**src/inc/vpc_pkg.sv**
```systemverilog
// Shared constants and types of the voice phrase command input block
package vpc_pkg;
    // ----------------------------------------
    // Code fields
    // ----------------------------------------
    localparam int CODE_W = 7;
    localparam logic [6:0] STOP_CODE = 7'h00;
    localparam logic [2:0] OPT_GROUP = 3'h0;
    localparam int OPT_DAC_BIT = 3;
    localparam int OPT_STBY_BIT = 2;
    localparam int OPT_AMP_BIT = 0;
    localparam int SER_BITS = 8;
    localparam logic [3:0] SER_CNT_W = 4'h8;
    localparam int SDAT_BIT = 0;
    localparam int SCLK_BIT = 1;
    // ----------------------------------------
    // Voice ROM layout
    // ----------------------------------------
    localparam logic [19:0] VOICE_BASE = 20'h00B00;
    localparam logic [19:0] ROM_TOP_DEF = 20'h1FFFF;
    localparam logic [19:0] ROM_TAIL = 20'h00003;
    // ----------------------------------------
    // Timing
    // ----------------------------------------
    localparam int CLK_KHZ = 50000;
    localparam int RAMP_MS = 64;
    localparam int RAMP_MIN_MS = 60;
    localparam int RAMP_MAX_MS = 68;
    localparam int RAMP_CYC = RAMP_MS * CLK_KHZ;
    localparam int STBY_MS = 200;
    localparam int STBY_CYC = STBY_MS * CLK_KHZ;
    localparam int LVL_W = 12;
    localparam logic [11:0] LVL_MAX = 12'hFFF;
    // ----------------------------------------
    // Types
    // ----------------------------------------
    typedef struct packed {
        logic is_cmd;
        logic chan;
        logic [6:0] code;
    } vpc_word_t;
    typedef struct packed {
        logic analog_voice_out_dac;
        logic stby_off;
        logic amp_half;
    } vpc_opt_t;
    localparam vpc_opt_t OPT_RST = 3'h0;
    typedef enum logic [1:0] {
        SB_RUN = 2'b00,
        SB_WAIT = 2'b01,
        SB_STBY = 2'b11
    } vpc_sb_t;
endpackage : vpc_pkg

```
**src/rtl/vpc_shift.sv**
```systemverilog
// Serial code entry: identifier bit plus seven code bits
`timescale 1ns/100ps
module vpc_shift (
    // Clock and reset
    input wire logic clk,
    input wire logic rstn,
    // Synchronised pin levels
    input wire logic en,
    input wire logic sck,
    input wire logic sdat,
    input wire logic chan,
    input wire logic stb_rise,
    // Assembled word
    output vpc_pkg::vpc_word_t word,
    output logic word_valid
);
    logic sck_q;
    logic [7:0] sh_q;
    logic [3:0] cnt_q;

    // ----------------------------------------
    // Shift on rising serial clock, close on strobe
    // ----------------------------------------
    always_ff @(posedge clk) begin
        if (!rstn) begin
            sck_q <= 1'b0;
            sh_q <= 8'h00;
            cnt_q <= 4'h0;
            word_valid <= 1'b0;
            word <= '0;
        end else begin
            sck_q <= sck;
            word_valid <= 1'b0;
            if (!en) begin
                cnt_q <= 4'h0;
            end else if (stb_rise) begin
                // A short or long burst is dropped rather than misread
                if (cnt_q == vpc_pkg::SER_CNT_W) begin
                    word_valid <= 1'b1;
                    word.is_cmd <= sh_q[7];
                    word.chan <= chan;
                    word.code <= sh_q[6:0];
                end
                cnt_q <= 4'h0;
            end else if (sck && !sck_q) begin
                sh_q <= {sh_q[6:0], sdat};
                if (cnt_q != 4'hF) begin
                    cnt_q <= cnt_q + 4'h1;
                end
            end
        end
    end
endmodule : vpc_shift

```
**src/rtl/vpc_top.sv**
```systemverilog
// Command and phrase code input of a voice synthesizer
// Behaviour
// - code zero means stop; any nonzero code picks one of 127 phrases.
// - many commands may precede an address; only the last applies, both channels.
// - host select high enables entry; serial select high serial, low parallel.
// - voice data starts at 00B00; last three ROM bytes are excluded.
// - output ramps between idle and full level over 60 to 68 ms.
// - first serial bit high marks command data, low marks address data.
// - with auto standby on, enter standby 200 ms after voice ends.
`timescale 1ns/100ps
module vpc_top #(
    parameter int RAMP_CYC = vpc_pkg::RAMP_CYC,
    parameter int STBY_CYC = vpc_pkg::STBY_CYC,
    parameter logic [19:0] ROM_TOP = vpc_pkg::ROM_TOP_DEF
) (
    // Clock and reset
    input wire logic clk,
    input wire logic rstn,
    // Host pins
    input wire logic play_strobe_n,
    input wire logic cmd_sel_n,
    input wire logic channel_pick,
    input wire logic [6:0] code_bus,
    input wire logic host_if_sel,
    input wire logic serial_sel,
    // Player side
    input wire logic voice_end,
    input wire logic ramp_up_req,
    input wire logic ramp_dn_req,
    input wire logic [19:0] fetch_addr,
    // Decoded phrase
    output logic phrase_valid_q,
    output logic [6:0] phrase_code_q,
    output logic phrase_chan_q,
    output logic phrase_stop_q,
    // Commands and options
    output logic cmd_apply_q,
    output logic [6:0] cmd_code_q,
    output vpc_pkg::vpc_opt_t opt_q,
    // Power and output
    output logic standby_q,
    output logic [11:0] analog_voice_out,
    output logic ramp_busy_q,
    output logic fetch_ok_q
);
    localparam int STEP_CYC = RAMP_CYC / 4096;
    localparam int RAMP_LO = RAMP_CYC / vpc_pkg::RAMP_MS * vpc_pkg::RAMP_MIN_MS;
    localparam int RAMP_HI = RAMP_CYC / vpc_pkg::RAMP_MS * vpc_pkg::RAMP_MAX_MS;

    logic [13:0] s1_q;
    logic [13:0] s2_q;
    logic stb_q;
    logic stb_rise;
    logic par_take;
    vpc_pkg::vpc_word_t par_word;
    vpc_pkg::vpc_word_t ser_word;
    logic ser_valid;
    vpc_pkg::vpc_word_t word;
    logic take;
    logic [6:0] cmd_pend_q;
    logic cmd_pend_v_q;
    vpc_pkg::vpc_sb_t sb_q;
    logic [31:0] sb_cnt_q;
    logic [31:0] step_cnt_q;
    logic ramp_dir_q;
    logic [31:0] ramp_len_h;

    // ----------------------------------------
    // Pin synchronisers
    // ----------------------------------------
    always_ff @(posedge clk) begin
        if (!rstn) begin
            s1_q <= 14'h3E00;
            s2_q <= 14'h3E00;
            stb_q <= 1'b1;
        end else begin
            s1_q <= {play_strobe_n, cmd_sel_n, channel_pick, host_if_sel, serial_sel, 2'b00, code_bus};
            s2_q <= s1_q;
            stb_q <= s2_q[13];
        end
    end

    // Strobe release marks the end of a code; data is stable by setup time
    assign stb_rise = s2_q[13] && !stb_q;
    assign par_take = s2_q[10] && !s2_q[9] && stb_rise;
    assign par_word.is_cmd = !s2_q[12];
    assign par_word.chan = s2_q[11];
    assign par_word.code = s2_q[6:0];

    // ----------------------------------------
    // Serial entry
    // ----------------------------------------
    vpc_shift u_shift (
        .clk(clk),
        .rstn(rstn),
        .en(s2_q[10] && s2_q[9]),
        .sck(s2_q[vpc_pkg::SCLK_BIT]),
        .sdat(s2_q[vpc_pkg::SDAT_BIT]),
        .chan(s2_q[11]),
        .stb_rise(stb_rise),
        .word(ser_word),
        .word_valid(ser_valid)
    );

    // A serial word closed just as entry is switched off is dropped, not decoded late
    assign take = par_take || (ser_valid && s2_q[10] && s2_q[9]);
    assign word = ser_valid ? ser_word : par_word;

    // ----------------------------------------
    // Command latch and phrase decode
    // ----------------------------------------
    always_ff @(posedge clk) begin
        if (!rstn) begin
            cmd_pend_q <= 7'h00;
            cmd_pend_v_q <= 1'b0;
            cmd_code_q <= 7'h00;
            cmd_apply_q <= 1'b0;
            phrase_valid_q <= 1'b0;
            phrase_code_q <= 7'h00;
            phrase_chan_q <= 1'b0;
            phrase_stop_q <= 1'b0;
            opt_q <= vpc_pkg::OPT_RST;
        end else begin
            phrase_valid_q <= 1'b0;
            cmd_apply_q <= 1'b0;
            if (take && word.is_cmd) begin
                if (word.code[6:4] == vpc_pkg::OPT_GROUP) begin
                    opt_q.analog_voice_out_dac <= word.code[vpc_pkg::OPT_DAC_BIT];
                    opt_q.stby_off <= word.code[vpc_pkg::OPT_STBY_BIT];
                    opt_q.amp_half <= word.code[vpc_pkg::OPT_AMP_BIT];
                end else begin
                    // Later commands overwrite earlier ones
                    cmd_pend_q <= word.code;
                    cmd_pend_v_q <= 1'b1;
                end
            end else if (take) begin
                phrase_valid_q <= 1'b1;
                phrase_code_q <= word.code;
                phrase_chan_q <= word.chan;
                phrase_stop_q <= (word.code == vpc_pkg::STOP_CODE);
                cmd_apply_q <= cmd_pend_v_q;
                if (cmd_pend_v_q) begin
                    cmd_code_q <= cmd_pend_q;
                end
                cmd_pend_v_q <= 1'b0;
            end
        end
    end

    // ----------------------------------------
    // Automatic standby after voice ends
    // ----------------------------------------
    always_ff @(posedge clk) begin
        if (!rstn) begin
            sb_q <= vpc_pkg::SB_RUN;
            sb_cnt_q <= 32'h0;
            standby_q <= 1'b0;
        end else begin
            unique case (sb_q)
                vpc_pkg::SB_RUN: begin
                    sb_cnt_q <= 32'h0;
                    if (voice_end && !opt_q.stby_off) begin
                        sb_q <= vpc_pkg::SB_WAIT;
                    end
                end
                vpc_pkg::SB_WAIT: begin
                    sb_cnt_q <= sb_cnt_q + 32'h1;
                    if (phrase_valid_q) begin
                        sb_q <= vpc_pkg::SB_RUN;
                    end else if (sb_cnt_q == 32'(STBY_CYC - 1)) begin
                        sb_q <= vpc_pkg::SB_STBY;
                    end
                end
                vpc_pkg::SB_STBY: begin
                    // A new phrase wakes the device
                    if (phrase_valid_q) begin
                        sb_q <= vpc_pkg::SB_RUN;
                    end
                end
            endcase
            standby_q <= (sb_q == vpc_pkg::SB_WAIT && sb_cnt_q == 32'(STBY_CYC - 1) && !phrase_valid_q)
                || (sb_q == vpc_pkg::SB_STBY && !phrase_valid_q);
        end
    end

    // ----------------------------------------
    // Output level ramp
    // ----------------------------------------
    // Full swing is 4095 steps, so the ramp cannot be shorter than 4095 cycles
    always_ff @(posedge clk) begin
        if (!rstn) begin
            step_cnt_q <= 32'h0;
            ramp_dir_q <= 1'b0;
            ramp_busy_q <= 1'b0;
            analog_voice_out <= 12'h000;
        end else if (!ramp_busy_q) begin
            step_cnt_q <= 32'h0;
            if (ramp_up_req && analog_voice_out != vpc_pkg::LVL_MAX) begin
                ramp_dir_q <= 1'b1;
                ramp_busy_q <= 1'b1;
            end else if (ramp_dn_req && analog_voice_out != 12'h000) begin
                ramp_dir_q <= 1'b0;
                ramp_busy_q <= 1'b1;
            end
        end else if (step_cnt_q == 32'(STEP_CYC - 1)) begin
            step_cnt_q <= 32'h0;
            analog_voice_out <= ramp_dir_q ? analog_voice_out + 12'h001 : analog_voice_out - 12'h001;
            if ((ramp_dir_q && analog_voice_out == vpc_pkg::LVL_MAX - 12'h001)
                || (!ramp_dir_q && analog_voice_out == 12'h001)) begin
                ramp_busy_q <= 1'b0;
            end
        end else begin
            step_cnt_q <= step_cnt_q + 32'h1;
        end
    end

    // ----------------------------------------
    // Voice area check
    // ----------------------------------------
    always_ff @(posedge clk) begin
        if (!rstn) begin
            fetch_ok_q <= 1'b0;
        end else begin
            fetch_ok_q <= fetch_addr >= vpc_pkg::VOICE_BASE && fetch_addr <= ROM_TOP - vpc_pkg::ROM_TAIL;
        end
    end

    // ----------------------------------------
    // Checks
    // ----------------------------------------
    // Helper: length of the running ramp
    always_ff @(posedge clk) begin
        if (!rstn || !ramp_busy_q) begin
            ramp_len_h <= 32'h0;
        end else begin
            ramp_len_h <= ramp_len_h + 32'h1;
        end
    end
endmodule : vpc_top

```
**config.mk**
```make
export PLATFORM = sky130hd
export DESIGN_NAME = vpc_top
export DESIGN_NICKNAME = d
export VERILOG_FILES = /design/src/inc/vpc_pkg.sv /design/src/rtl/vpc_shift.sv /design/src/rtl/vpc_top.sv
export SDC_FILE = /design/constraint.sdc
export NUM_CORES = 1
export LEC_CHECK = 0
export BUFFER_PORTS_ARGS = -buffer_cell sky130_fd_sc_hd__buf_2
export CAP_MARGIN = 20
export CORE_MARGIN = 2
export CORE_UTILIZATION = 45
export DETAILED_ROUTE_END_ITERATION = 10
export GPL_ROUTABILITY_DRIVEN = 0
export PLACE_DENSITY = 0.62
export REMOVE_ABC_BUFFERS = 1
export SYNTH_ARGS = -nofsm -noshare
export SYNTH_HDL_FRONTEND = slang
export SYNTH_SLANG_ARGS = --single-unit
```
**constraint.sdc**
```tcl
create_clock -name clk -period 3.85 [get_ports clk]
set_input_delay 0.77 -clock clk [delete_from_list [all_inputs] [get_ports clk]]
set_output_delay 0.77 -clock clk [all_outputs]
set_load 0.005 [all_outputs]
```
Yosys cells after proc, flatten, opt, wreduce, memory -nomap -nowiden
Index checks and enable logic that the tools add are counted.
{"block": "word_totals", "regBits": 163, "output_inout_bits": 36, "elab_cells": 127}
{"block": "classes", "add_sub_neg": 5, "n_lt_le_gt_ge": 2, "n_eq_ne": 13, "n_mux": 20, "bitwise_logic": 7, "reduce_logical": 50}
{"op": "$add A32 B1 Y32 const B", "n": 2}
{"op": "$pmux W32 S2", "n": 1}
{"op": "$eq A32 B10 Y1 const B", "n": 1}
{"op": "$eq A32 B24 Y1 const B", "n": 1}
{"op": "$ge A20 B12 Y1 const B", "n": 1}
{"op": "$le A20 B17 Y1 const B", "n": 1}
{"op": "$logic_and A1 B1 Y1", "n": 17}
{"op": "$reduce_and A3 Y1", "n": 5}
{"op": "$reduce_and A2 Y1", "n": 7}
{"op": "$add A12 B1 Y12 const B", "n": 1}
{"op": "$eq A12 B1 Y1 const B", "n": 1}
{"op": "$eq A12 B12 Y1 const B", "n": 1}
{"op": "$mux W1", "n": 12}
{"op": "$mux W12", "n": 1}
{"op": "$ne A12 B12 Y1 const B", "n": 1}
{"op": "$reduce_bool A12 Y1", "n": 1}
{"op": "$sub A12 B1 Y12 const B", "n": 1}
{"op": "$mux W9", "n": 1}
{"op": "$reduce_or A3 Y1", "n": 3}
{"op": "$mux W2", "n": 4}
{"op": "$logic_not A1 Y1", "n": 7}
{"op": "$logic_not A7 Y1", "n": 1}
{"op": "$not A1 Y1", "n": 7}
{"op": "$ne A2 B2 Y1 const B", "n": 3}
{"op": "other kinds (12)", "n": 16}

Depth between registers and ports, before layout
Gate-level depths: netlist of the first run.
{"block": "depth", "depth_word": 7, "ltp_mapped": 9}

Cells and area by module
A second synthesis of the first run with hierarchy kept.
{"block": "hier_totals", "hier_cells": 756, "hier_area_um2": 6905.4}
{"module": "vpc_top", "instances": 1, "cells_each": 659, "area_per_inst_um2": 5931.9, "seq_area_each_um2": 2722.6}
{"module": "vpc_shift", "instances": 1, "cells_each": 97, "area_per_inst_um2": 973.4, "seq_area_each_um2": 460.4}

Worst setup path before layout of the first run
Ideal clock, no wire load.
{"block": "synth_path", "path_type": "register -> register", "startpoint": "register analog_voice_out[0]", "endpoint": "register analog_voice_out[8]", "setup_time_ps": 128, "arrival_time_ps": 1724, "required_time_ps": 3722, "setup_slack_ps": 1999, "path_stages_with_launch": 7, "synth_period_minus_slack_ps": 1851, "path_cell_list": "dfxtp_1 -> ha_1 -> nand4_1 -> or2_2 -> a2111oi_0 -> xnor2_1 -> nor2_1"}
{"block": "synth_via", "elab_chain_cells": 2}
{"element": "start, declared", "line": "vpc_top.sv:42", "rtl": "output logic [11:0] analog_voice_out,"}
{"element": "start signal, assigned", "line": "vpc_top.sv:207", "rtl": "analog_voice_out <= ramp_dir_q ? analog_voice_out + 12'h001 : analog_voice_out - 12'h001;"}
{"element": "$sub A12 B1 Y12 or $add A12 B1 Y12 (tied branches)", "line": "vpc_top.sv:207"}
{"element": "$mux W12 (*)", "line": "vpc_top.sv:207"}
Mark *: on every way between the ends. The rest lies on a longest branch, timed or not.
A chain may end at the register's enable or synchronous reset.

Worst setup path in the final report of the first run
{"block": "layout_path", "startpoint": "register u_shift.word_valid", "endpoint": "register cmd_code_q[3]"}
{"block": "layout_via", "elab_chain_cells": 6}
{"element": "start, declared", "line": "vpc_shift.sv:15", "rtl": "output logic word_valid"}
{"element": "start signal, assigned", "line": "vpc_shift.sv:29", "rtl": "word_valid <= 1'b0;"}
{"element": "start signal, assigned", "line": "vpc_shift.sv:33", "rtl": "word_valid <= 1'b0;"}
{"element": "start signal, assigned", "line": "vpc_shift.sv:39", "rtl": "word_valid <= 1'b1;"}
{"element": "$logic_and A1 B1 Y1 (2 in series)", "line": "vpc_top.sv:106", "rtl": "assign take = par_take || (ser_valid && s2_q[10] && s2_q[9]);"}
{"element": "$logic_or A1 B1 Y1", "line": "vpc_top.sv:106"}
{"element": "$logic_and A1 B1 Y1", "line": "vpc_top.sv:126", "rtl": "if (take && word.is_cmd) begin"}
{"element": "$not A1 Y1 (no line)"}
{"element": "$reduce_and A3 Y1 (no line) (*)"}
{"element": "end signal, assigned", "line": "vpc_top.sv:143", "rtl": "cmd_code_q <= cmd_pend_q;"}
{"element": "end, declared", "line": "vpc_top.sv:38", "rtl": "output logic [6:0] cmd_code_q,"}
Marks and branches as above.

==> results of run 1 <==
==> power groups by stage <==
| stage | logic [uW] | clock network (uW) | registers, uW |
|---|---|---|---|
| 2_1_floorplan | 63.5 | 0 | 1710 |
| 3_3_place_gp | 113 | 0 | 1720 |
| 3_5_place_dp | 116 | 0 | 1720 |
| 4_1_cts | 117 | 1620 | 1680 |
| 5_1_grt | 134 | 1700 | 1680 |
| 6_report | 120 | 1590 | 1680 |
==> routing by layer <==
metal / up-vias / track usage / part of all wire
li1: 2812 / - / -
met2: 80 / 0.303 / 0.47
met3: 19 / 0.0466 / 0.031
met5: - / 0 / 0
met4: 0 / 0.0563 / 0.014
met1: 2633 / 0.242 / 0.48
==> sequential cells by signal, indices dropped and copies added (netlist names), 2 cells and up <==
signal and flops:
u_shift.sh_q 8, cmd_pend_q 7, cmd_code_q 7, s1_q 12, analog_voice_out 12, u_shift.cnt_q 4
s2_q 12, opt_q 3, sb_q 2, u_shift.word 9, sb_cnt_q 32, phrase_code_q 7
step_cnt_q 32
==> worst max-delay path, delay by kind of cell, from the launching register on <==
family,cells,cell delay (ns)
AO/OA/AOI/OAI,2,0.91
flip-flops,1,0.67
AND/OR/NAND/NOR,1,0.48
multiplexers,1,0.23
==> placed cells by master (no fill, tap or decap), drive strengths merged, types with 2 or more instances in the layout <==
| cell | n |
|---|---|
| a211oi | 5 |
| a21oi | 12 |
| and2 | 20 |
| and3 | 13 |
| and4 | 11 |
| and4b | 2 |
| and4bb | 2 |
| buf | 77 |
| bufinv | 2 |
| clkbuf | 23 |
| clkinv | 4 |
| dfxtp | 159 |
| ha | 10 |
| inv | 16 |
| mux2 | 4 |
| mux2i | 45 |
| nand2 | 58 |
| nand2b | 23 |
| nand3 | 33 |
| nand4 | 34 |
| nor2 | 113 |
| nor2b | 6 |
| nor3 | 22 |
| nor4 | 33 |
| nor4b | 4 |
| o211ai | 2 |
| o21a | 3 |
| o21ai | 9 |
| o22ai | 4 |
| o31ai | 2 |
| or3 | 6 |
| or4 | 3 |
| xnor2 | 37 |
| xor2 | 27 |
==> through the flow <==
| stage | setup WS (ns) | power (uW) | instances | hold WS (ns) |
|---|---|---|---|---|
| 2_1_floorplan | 1.31 | 1770 | 735 | 0.386 |
| 3_3_place_gp | 1.66 | 1830 | 999 | 0.397 |
| 3_5_place_dp | 1.53 | 1830 | 999 | 0.403 |
| 4_1_cts | 1.52 | 3420 | 1029 | 0.420 |
| 5_1_grt | 1.25 | 3510 | 1030 | 0.442 |
| 6_report | 1.48 | 3390 | 1030 | 0.416 |
==> cell families after synthesis <==
logic type	Yosys count
AOI/OAI and AO/OA	48
xor gates and xnor gates	64
adders and majority gates	10
buffers and inverters	56
DFF	159
muxes	49
and+or+nand+nor	389
==> cells in the mapped netlist (4+ instances only) <==
| cell type | count |
|---|---|
| nor4_2 | 4 |
| mux2i_1 | 45 |
| and4_1 | 11 |
| nand2b_1 | 23 |
| nor3_1 | 22 |
| a211oi_1 | 5 |
| and3_1 | 13 |
| o21ai_0 | 7 |
| dfxtp_1 | 159 |
| buf_2 | 8 |
| xor2_1 | 27 |
| ha_1 | 10 |
| nor2b_1 | 6 |
| nand2_1 | 58 |
| nand3_1 | 33 |
| nand4_1 | 33 |
| a21oi_1 | 12 |
| or3_1 | 5 |
| and2_1 | 20 |
| clkbuf_1 | 28 |
| xnor2_1 | 37 |
| nor4_1 | 27 |
| nor2_1 | 112 |
| mux2_2 | 4 |
| inv_1 | 16 |
| nor4b_1 | 4 |
==> worst max path at each step <==
stage / startpoint / end / slack [ns] / cells after the start
after floorplan: u_shift.cnt_q[0] / u_shift.word[0] / 1.31 / 6
after global placement: step_cnt_q[0] / step_cnt_q[12] / 1.66 / 7
after detailed placement: step_cnt_q[0] / step_cnt_q[16] / 1.53 / 7
after CTS: u_shift.word_valid / cmd_code_q[3] / 1.52 / 4
after global routing: u_shift.word_valid / cmd_code_q[3] / 1.25 / 4
final: u_shift.word_valid / cmd_code_q[3] / 1.48 / 4
==> final cells by class <==
class | count | area (um2)
inverter | 16 | 60.1
tap | 188 | 235
clock inverter | 7 | 87.6
sequential | 159 | 3180
fill | 1413 | 7160
multi-input combinational | 560 | 3590
timing repair buffer | 77 | 418
clock buffer | 23 | 468
==> results.md, run 1 <==
* Status: complete, no violations
* Peak Freq at about 420 MHz
* Total number of vias at 5544
* Post-CTS sizing at 0
* Int Pwr at ~2700 uW
* Max Cap Viol at 0
* Clock sink count at 159
* TNS Setup at 0 ns
* Setup violations, final at 0
* Post-CTS Setup Bufs at 0
* Placed cell area at 7460 um2
* Simple-gate portion of the synthesized area at 0.297
* Final hold vios at 0
* Ant. Diodes at 0
* Clock slew at reported path FFs at 0.06 ns
* Pin count of the biggest net entering global routing at 69
* Synth Area in XOR/XNOR at 0.0800
* Global-route wire length before repair at 25100 um
* CP max stage delay at 0.71 ns
* Worst hold path class: flop to flop
* Routed length per placed instance at about 14 um
* Final Max Slew Viols at 0
* PwrDens at between 400 and 500 nW/um2
* CTS Buf Count at 17
* Number of enable flip-flop cells after synthesis at 0
* Drt initial violations at 323
* Die ar. at around 17000 um2
* Tcrit/Tclk final at 0.616
* Die X-Extent at about 130 um
* Fin util at 0.529
* Initial core utilization at 0.461
* Row cnt at 45
* Asr flop ratio synth at 0
* Syn Std Cell Area at ~7000 um2
* Post-Synth Adder-Cell Area at 0.0179
* WHS Path Cells at 1
* Final Critical Period at ~2.4 ns
* FF-to-FF Start: u_shift.word_valid
* CP endpoint kind: flop
* Clock buffer depth at 2
* CP arrival at 2.71 ns
* Worst endpoint required time at 4.19 ns
* Vias in the first global route at 5399
* Final wirelength at 14700 um
* Cell variety after synth at 59
* Lkg Pwr at 0.00294 uW
* Synth Area in Compound Gates at 0.0466
* Top cells by area, synth: dfxtp_1, mux2i_1, nor2_1, xnor2_1, xor2_1
* Reg2Reg Depth at 4
* Share of the synthesized area in the top cell type at 0.454
* Synth Warn # at 0
* Worst Tran Pin Value at 0.829 ns
* Yosys reg bits at 159
* VDD IR-drop max at 342 uV
* Hold_sp: s1_q[11]
* RSZ-0062 raised after global routing: no
* Critical path's slowest cell: a21boi_2
* Crit Path Max Fanout at 18
* Critical path type: flop to flop
* R2r endpoint: cmd_code_q[3]
* All-Layer GR Usage at 0.185
* IO Count at 73
* Drc violations at 0
* Combinational family with the most area after synthesis: simple AND/OR/NAND/NOR gates
* Seq pwr share at 0.496
* Sw power at 698 uW
* Chip height at 129 um
* Type of element launching the critical path: flop
* Area growth syn-to-layout at 14.8%
* Yosys top cell by area: dfxtp_1
* Antenna violations before repair at 0
* Final Cell Area at 8040 um2
* Mux cell area share after synthesis at 0.0707
* Remaining Overflow, GRT at 0
* Logic gate share of total power at 0.035
* Core area at 15200 um2
* 1st-pass router iterations at 4
* Max_slew headroom at 0.444
* Skew final at 0.00824 ns
* Fin nets at ~900
* Routed Antenna Nets at 0
* CTS tree: yes
* Seq/Total Area, Yosys at 0.454
* Synth Flop Type: dfxtp_1
* Hold Crit Endpoint: s2_q[11]
* Share of cells above drive strength 1 at 0.147
* Worst-path cell chain: o211ai_1, a21boi_2, and2_1, mux2i_1
* Clock Power Share at 0.469
* Dpl hpwl at 10400 um
* Clock root buffer: clkbuf_16
* CTS hold repair buffers at 0
* Sw frac at 0.206
* Clk_lat worst skew at 0.42 ns
* Post-DR vias/cell at 5.38
* Avg Cell Area, Syn at 9.04 um2
* Number of port buffers at 72
* Gate count of the mapped netlist at ~780
* R2R setup slack at 1.48 ns
* H-tree levels at 4
Note: power is estimated with default switching activity, not from simulation.
==> run 2: changes to the inputs <==
==> constraint.sdc (replaced) <==
create_clock -name clk -period 2.25 [get_ports clk]
set_input_delay 0.45 -clock clk [delete_from_list [all_inputs] [get_ports clk]]
set_output_delay 0.45 -clock clk [all_outputs]
set_load 0.005 [all_outputs]
==> run 2 against run 1 <==
Compared with the run above:
- sequential share of layout area fell by 0.34 points
- combinational power is 73% higher
- global-route usage up 0.36 points
- hold slack worse by 0.20 ns
- fmax rose by 17%
- critical path depth up 2
- flip-flop and latch count unchanged
- sequential power is 71% higher
- utilization grew 0.46 points
- clock skew rose by 0.0036 ns
- highest routed layer unchanged
==> results.md, run 2 (same netlist as run 1, synthesis figures left out) <==
* CP endpoint kind: flop
* Vias in the first global route at 5344 (-1.0%)
* Most frequent cells in the layout: dfxtp_1, nor2_1, buf_2
* TNS Setup at 0 ns (unchanged)
* Remaining Overflow, GRT at 0 (unchanged)
* Antenna violations before repair at 0 (unchanged)
* Total number of vias at 5617 (+1.3%)
* Max Cap Viol at 0 (unchanged)
* Row cnt at 45 (unchanged)
* RSZ-0062 raised after global routing: no
* Crit Path Max Fanout at 7 (-11)
* Number of port buffers at 72 (unchanged)
* Tcrit/Tclk final at 0.902 (+0.287)
* Skew final at 0.0119 ns (+0.00363 ns)
* Post-CTS Setup Bufs at 0 (unchanged)
* CTS hold repair buffers at 0 (unchanged)
* Lkg Pwr at 0.00298 uW (+1.4%)
* Critical path's slowest cell: dfxtp_1
* H-tree levels at 4 (unchanged)
* Biggest regs: sb_cnt_q x32, step_cnt_q x32
* Pin count of the biggest net entering global routing at 39 (-43%)
* PwrDens at 735 nW/um2 (+74%)
* Ant. Diodes at 0 (unchanged)
* Chip height at 129 um (unchanged)
* Routed length per placed instance at 14.4 um (+1.2%)
* Drc violations at 0 (unchanged)
* CP arrival at 2.33 ns (-0.38 ns)
* Final wirelength at 15000 um (+2.0%)
* R2R setup slack at 0.22 ns (-1.26 ns)
* Routed Antenna Nets at 0 (unchanged)
* Die ar. at 16600 um2 (unchanged)
* Global-route wire length before repair at 25200 um (+0.39%)
* Clock buffer depth at 2 (unchanged)
* Fin cells at 1038 (+0.78%)
* Final Critical Period at 2.03 ns (-0.340 ns)
* Share of cells above drive strength 1 at 0.158 (+0.0104)
* Worst-path cell chain: ha_1, nand4_1, or2_2, a2111oi_0, xnor2_1, nor2_1
* Initial core utilization at 0.461 (unchanged)
* Critical path type: flop to flop
* VDD IR-drop max at 532 uV (+56%)
* CTS Buf Count at 17 (unchanged)
* Die X-Extent at 129 um (unchanged)
* Final Max Slew Viols at 0 (unchanged)
* Final hold vios at 0 (unchanged)
* Max_slew headroom at 0.621 (+0.177)
* Clock sink count at 159 (unchanged)
* Fin nets at 885 (+0.80%)
* Area growth syn-to-layout at 15.8%
* Type of element launching the critical path: flop
* Most common cell after layout, fill and taps aside: dfxtp_1
* Status: complete, no violations
* CP max stage delay at 0.46 ns (-0.25 ns)
* Worst Tran Pin Value at 0.564 ns (-0.265 ns)
* Post-DR vias/cell at 5.41 (+0.54%)
* Worst hold path class: primary input to flop
* Setup violations, final at 0 (unchanged)
* IO Count at 73 (unchanged)
* Worst endpoint required time at 2.55 ns (-1.64 ns)
* Dpl hpwl at 10600 um (+1.8%)
* Post-CTS sizing at 0 (unchanged)
* Drt initial violations at 291 (-9.9%)
* Peak Freq at 492 MHz (+17%)
* Clock slew at reported path FFs at 0.06 ns (about the same)
* Clk_lat worst skew at 0.42 ns (about the same)
* Core area at 15200 um2 (unchanged)
* 1st-pass router iterations at 5 (+1)
* All-Layer GR Usage at 0.189 (+0.00365)
* CTS tree: yes
* Cell count after placement at 1007 (+0.80%)
* Clock root buffer: clkbuf_16
run 2: final timing paths:
check / endpoint / cells past startpoint / from
max: analog_voice_out[8] / 6 / analog_voice_out[0]
min: s1_q[9] / 2 / serial_sel
max reg2reg: analog_voice_out[8] / 6 / analog_voice_out[0]
min reg2reg: s2_q[12] / 1 / s1_q[12]
run 2: through the flow:
step / cell area (um2) / hold slack (ns) / total power (uW) / setup WS [ns] / utilization
global placement: 7520 / 0.393 / 3130 / 0.292 / 0.495
finish: 8110 / 0.213 / 5960 / 0.220 / 0.534
detailed placement: 7520 / 0.391 / 3140 / 0.142 / 0.495
floorplan: 6830 / 0.386 / 3040 / -0.288 / -
CTS: 8110 / 0.201 / 6030 / 0.140 / 0.533
global route: 8110 / 0.202 / 6190 / 0.0466 / 0.534
run 2: per-layer routing:
metal	wire (um)	global-route usage	part of all wire
met5	0	0	0
met4	218	0.0639	0.015
met3	574	0.0499	0.038
met2	7090	0.304	0.47
met1	7070	0.246	0.47
run 2: where the power goes:
group,switching (uW),internal [uW],total (uW)
clock,1120,1770,2880
combinational,122,85.1,208
sequential,23.4,2850,2870
run 2: critical path, delay by kind of cell (launching register included):
family | cells | cell delay, ns
XOR/XNOR | 1 | 0.18
flip-flops | 1 | 0.46
AND/OR/NAND/NOR | 3 | 0.57
AO/OA/AOI/OAI | 1 | 0.46
adder cells (fa/ha/maj) | 1 | 0.24
run 2: area by class of cell:
cell class	count	area [um2]
flip-flops and latches	159	3180
well taps	188	235
inverters	16	60.1
fillers	1404	7090
multi-input cells	560	3600
repair buffers	84	450
clock inverters	10	138
clock buffers	21	450
==> run 3: changes to the inputs <==
--- a/config.mk
+++ b/config.mk
@@ -11,7 +11,7 @@
 export CORE_UTILIZATION = 45
 export DETAILED_ROUTE_END_ITERATION = 10
 export GPL_ROUTABILITY_DRIVEN = 0
-export PLACE_DENSITY = 0.62
+export PLACE_DENSITY = 0.64
 export REMOVE_ABC_BUFFERS = 1
 export SYNTH_ARGS = -nofsm -noshare
 export SYNTH_HDL_FRONTEND = slang
==> constraint.sdc (replaced) <==
create_clock -name clk -period 1.82 [get_ports clk]
set_input_delay 0.364 -clock clk [delete_from_list [all_inputs] [get_ports clk]]
set_output_delay 0.364 -clock clk [all_outputs]
set_load 0.005 [all_outputs]
==> run 3 against run 2 <==
Compared with the run above:
- cell count up 6.2%
- combinational power up 74%
- sequential share of layout area down 3.8 points
- the run now ends with setup timing left
- largest cell class unchanged
- wire length up 11%
- critical path depth up 2
- utilization up 5.9 points
- die area unchanged
- via count up 6.4%
- first-iteration DRC count down 5.5%
==> results.md, run 3 (same netlist as run 1, synthesis figures left out) <==
* Status: complete, but fails checks
* Failing checks: setup timing
* Routed Antenna Nets at 0 (unchanged)
* Cell count after placement at 1064 (+5.7%)
* Type of element launching the critical path: flop
* Total number of vias at 5975 (+6.4%)
* Initial core utilization at 0.461 (unchanged)
* Critical path's slowest cell: or4b_4
* Global-route wire length before repair at 26600 um (+5.5%)
* Worst-path cell chain: inv_2, ha_4, nor3b_2, buf_4, and4_4, and4_1, or4b_4, a21oi_2
* All-Layer GR Usage at 0.198 (+0.00908)
* Chip height at 129 um (unchanged)
* Dpl hpwl at 11200 um (+5.6%)
* Pin count of the biggest net entering global routing at 69 (+77%)
* FF-to-FF Start: step_cnt_q[0]
* Most common cell after layout, fill and taps aside: dfxtp_1
* Critical path type: flop to flop
* Reg2Reg Depth at 8 (+2)
* R2R setup slack at -0.07 ns (-0.29 ns)
* Max_slew headroom at 0.695 (+0.0741)
* Peak Freq at 530 MHz (+7.7%)
* Final WS setup at -0.0657 ns (-0.285 ns)
* Drc violations at 0 (unchanged)
* Ant. Diodes at 0 (unchanged)
* Fin cells at 1102 (+6.2%)
* Die ar. at 16600 um2 (unchanged)
* Final Cell Area at 9000 um2 (+11%)
* Skew final at 0.00843 ns (-0.00344 ns)
* Max Cap Viol at 0 (unchanged)
* CP endpoint kind: flop
* Crit Path Max Fanout at 3 (-4)
* IO Count at 73 (unchanged)
* Hold Crit Endpoint: s1_q[11]
* Lkg Pwr at 0.00337 uW (+13%)
* Worst endpoint required time at 2.18 ns (-0.37 ns)
* Hold Worst Slack at 0.131 ns (-0.0817 ns)
* Drt initial violations at 275 (-5.5%)
* Fin nets at 948 (+7.1%)
* Clk_lat worst skew at 0.42 ns (about the same)
* Number of port buffers at 72 (unchanged)
* Clock sink count at 159 (unchanged)
* Final wirelength at 16600 um (+11%)
* Setup violations, final at 6 (+6)
* Final Critical Period at 1.89 ns (-0.145 ns)
* Row cnt at 45 (unchanged)
* R2r endpoint: analog_voice_out[11]
* Clock slew at reported path FFs at 0.06 ns (about the same)
* CP max stage delay at 0.47 ns (about the same)
* CTS hold repair buffers at 0 (unchanged)
* CP arrival at 2.25 ns (-0.08 ns)
* Power, Total at 7580 uW (+27%)
* Core area at 15200 um2 (unchanged)
* Die X-Extent at 129 um (unchanged)
* 1st-pass router iterations at 5 (unchanged)
* Vias in the first global route at 5758 (+7.7%)
* Antenna violations before repair at 0 (unchanged)
* Hold_sp: channel_pick
* Final Max Slew Viols at 0 (unchanged)
* Biggest regs: sb_cnt_q x32, step_cnt_q x32
* Pre-CTS setup slack at -0.0978 ns (-0.240 ns)
* Clock buffer depth at 2 (unchanged)
* VDD IR-drop max at 815 uV (+53%)
* Post-DR vias/cell at 5.42 (+0.20%)
* Most frequent cells in the layout: dfxtp_1, nor2_1, buf_2
* Placed cell area at 7970 um2 (+6.0%)
* Remaining Overflow, GRT at 0 (unchanged)
* CTS tree: yes
* Worst Tran Pin Value at 0.456 ns (-0.108 ns)
* RSZ-0062 raised after global routing: yes
* Area growth syn-to-layout at 28.5%
* Tcrit/Tclk final at 1.04 (+0.134)
* Final hold vios at 0 (unchanged)
* Clock root buffer: clkbuf_16
* CTS Buf Count at 17 (unchanged)
* H-tree levels at 4 (unchanged)
* Routed length per placed instance at 15.0 um (+4.5%)
* Share of cells above drive strength 1 at 0.280 (+0.122)
* Worst hold path class: primary input to flop
* WHS Path Cells at 2 (unchanged)
* PwrDens at 842 nW/um2 (+15%)
## run 3: cell types whose count changed in the layout (fill, tap and decap cells not counted), sizes merged
cell,before,now
buf,84,145
clkbuf,21,23
clkinvlp,2,3
## run 3: final cells by class
cell class / count / area, um2
fillers: 1301 / 6200
well taps: 188 / 235
inverters: 16 / 60.1
clock inverters: 11 / 156
repair buffers: 147 / 998
flip-flops and latches: 159 / 3190
clock buffers: 21 / 460
multi-input cells: 560 / 3900
## run 3: report_power, final
part	leakage (uW)	switching (uW)	total, uW	internal (uW)
Sequential	0.00129	27.1	3550	3520
Clock	0.000290	1430	3680	2240
Combinational	0.00179	201	361	160
Total	0.00337	1660	7580	5920
## run 3: how the worst max path moves through the flow
stage	startpoint	end	slack [ns]	cells past startpoint
floorplan	u_shift.cnt_q[0]	u_shift.word[0]	-0.72	6
global placement	step_cnt_q[0]	analog_voice_out[11]	-0.005	8
CTS	step_cnt_q[0]	analog_voice_out[11]	-0.03	8
detailed placement	step_cnt_q[0]	analog_voice_out[11]	-0.1	8
finish	step_cnt_q[0]	analog_voice_out[11]	-0.07	8
global route	step_cnt_q[16]	analog_voice_out[11]	-0.15	5
## run 3: worst max-delay path: cells and delay by family, from the launching register on
family                   cells  cell delay (ns)
buffers and inverters        2             0.20
AO/OA/AOI/OAI                1             0.12
adder cells (fa/ha/maj)      1             0.11
flip-flops                   1             0.33
AND/OR/NAND/NOR              4             1.06
## run 3: stage by stage
| step | util | setup TNS [ns] |
|---|---|---|
| after floorplan | - | -22.58 |
| after global placement | 0.525 | -0.00532 |
| after detailed placement | 0.525 | -0.145 |
| after CTS | 0.568 | -0.0263 |
| after global routing | 0.592 | -1.77 |
| final | 0.592 | -0.152 |
## run 3: metal layers
metal  global-route usage  wire length (um)  vias to the layer above
met5                    0                 0                        -
met4               0.0754               241                        0
met3               0.0486               696                       24
met2                0.326              7980                      119
met1                0.250              7670                     2870
li1                     -                 -                     2962
## run 3: repair_timing
action / CTS / global route
resized for setup: 12 / 74
buffers inserted: 1 / 2
pin swaps: 5 / 23
setup endpoints to repair: 3 / 52
gates cloned: 0 / 3
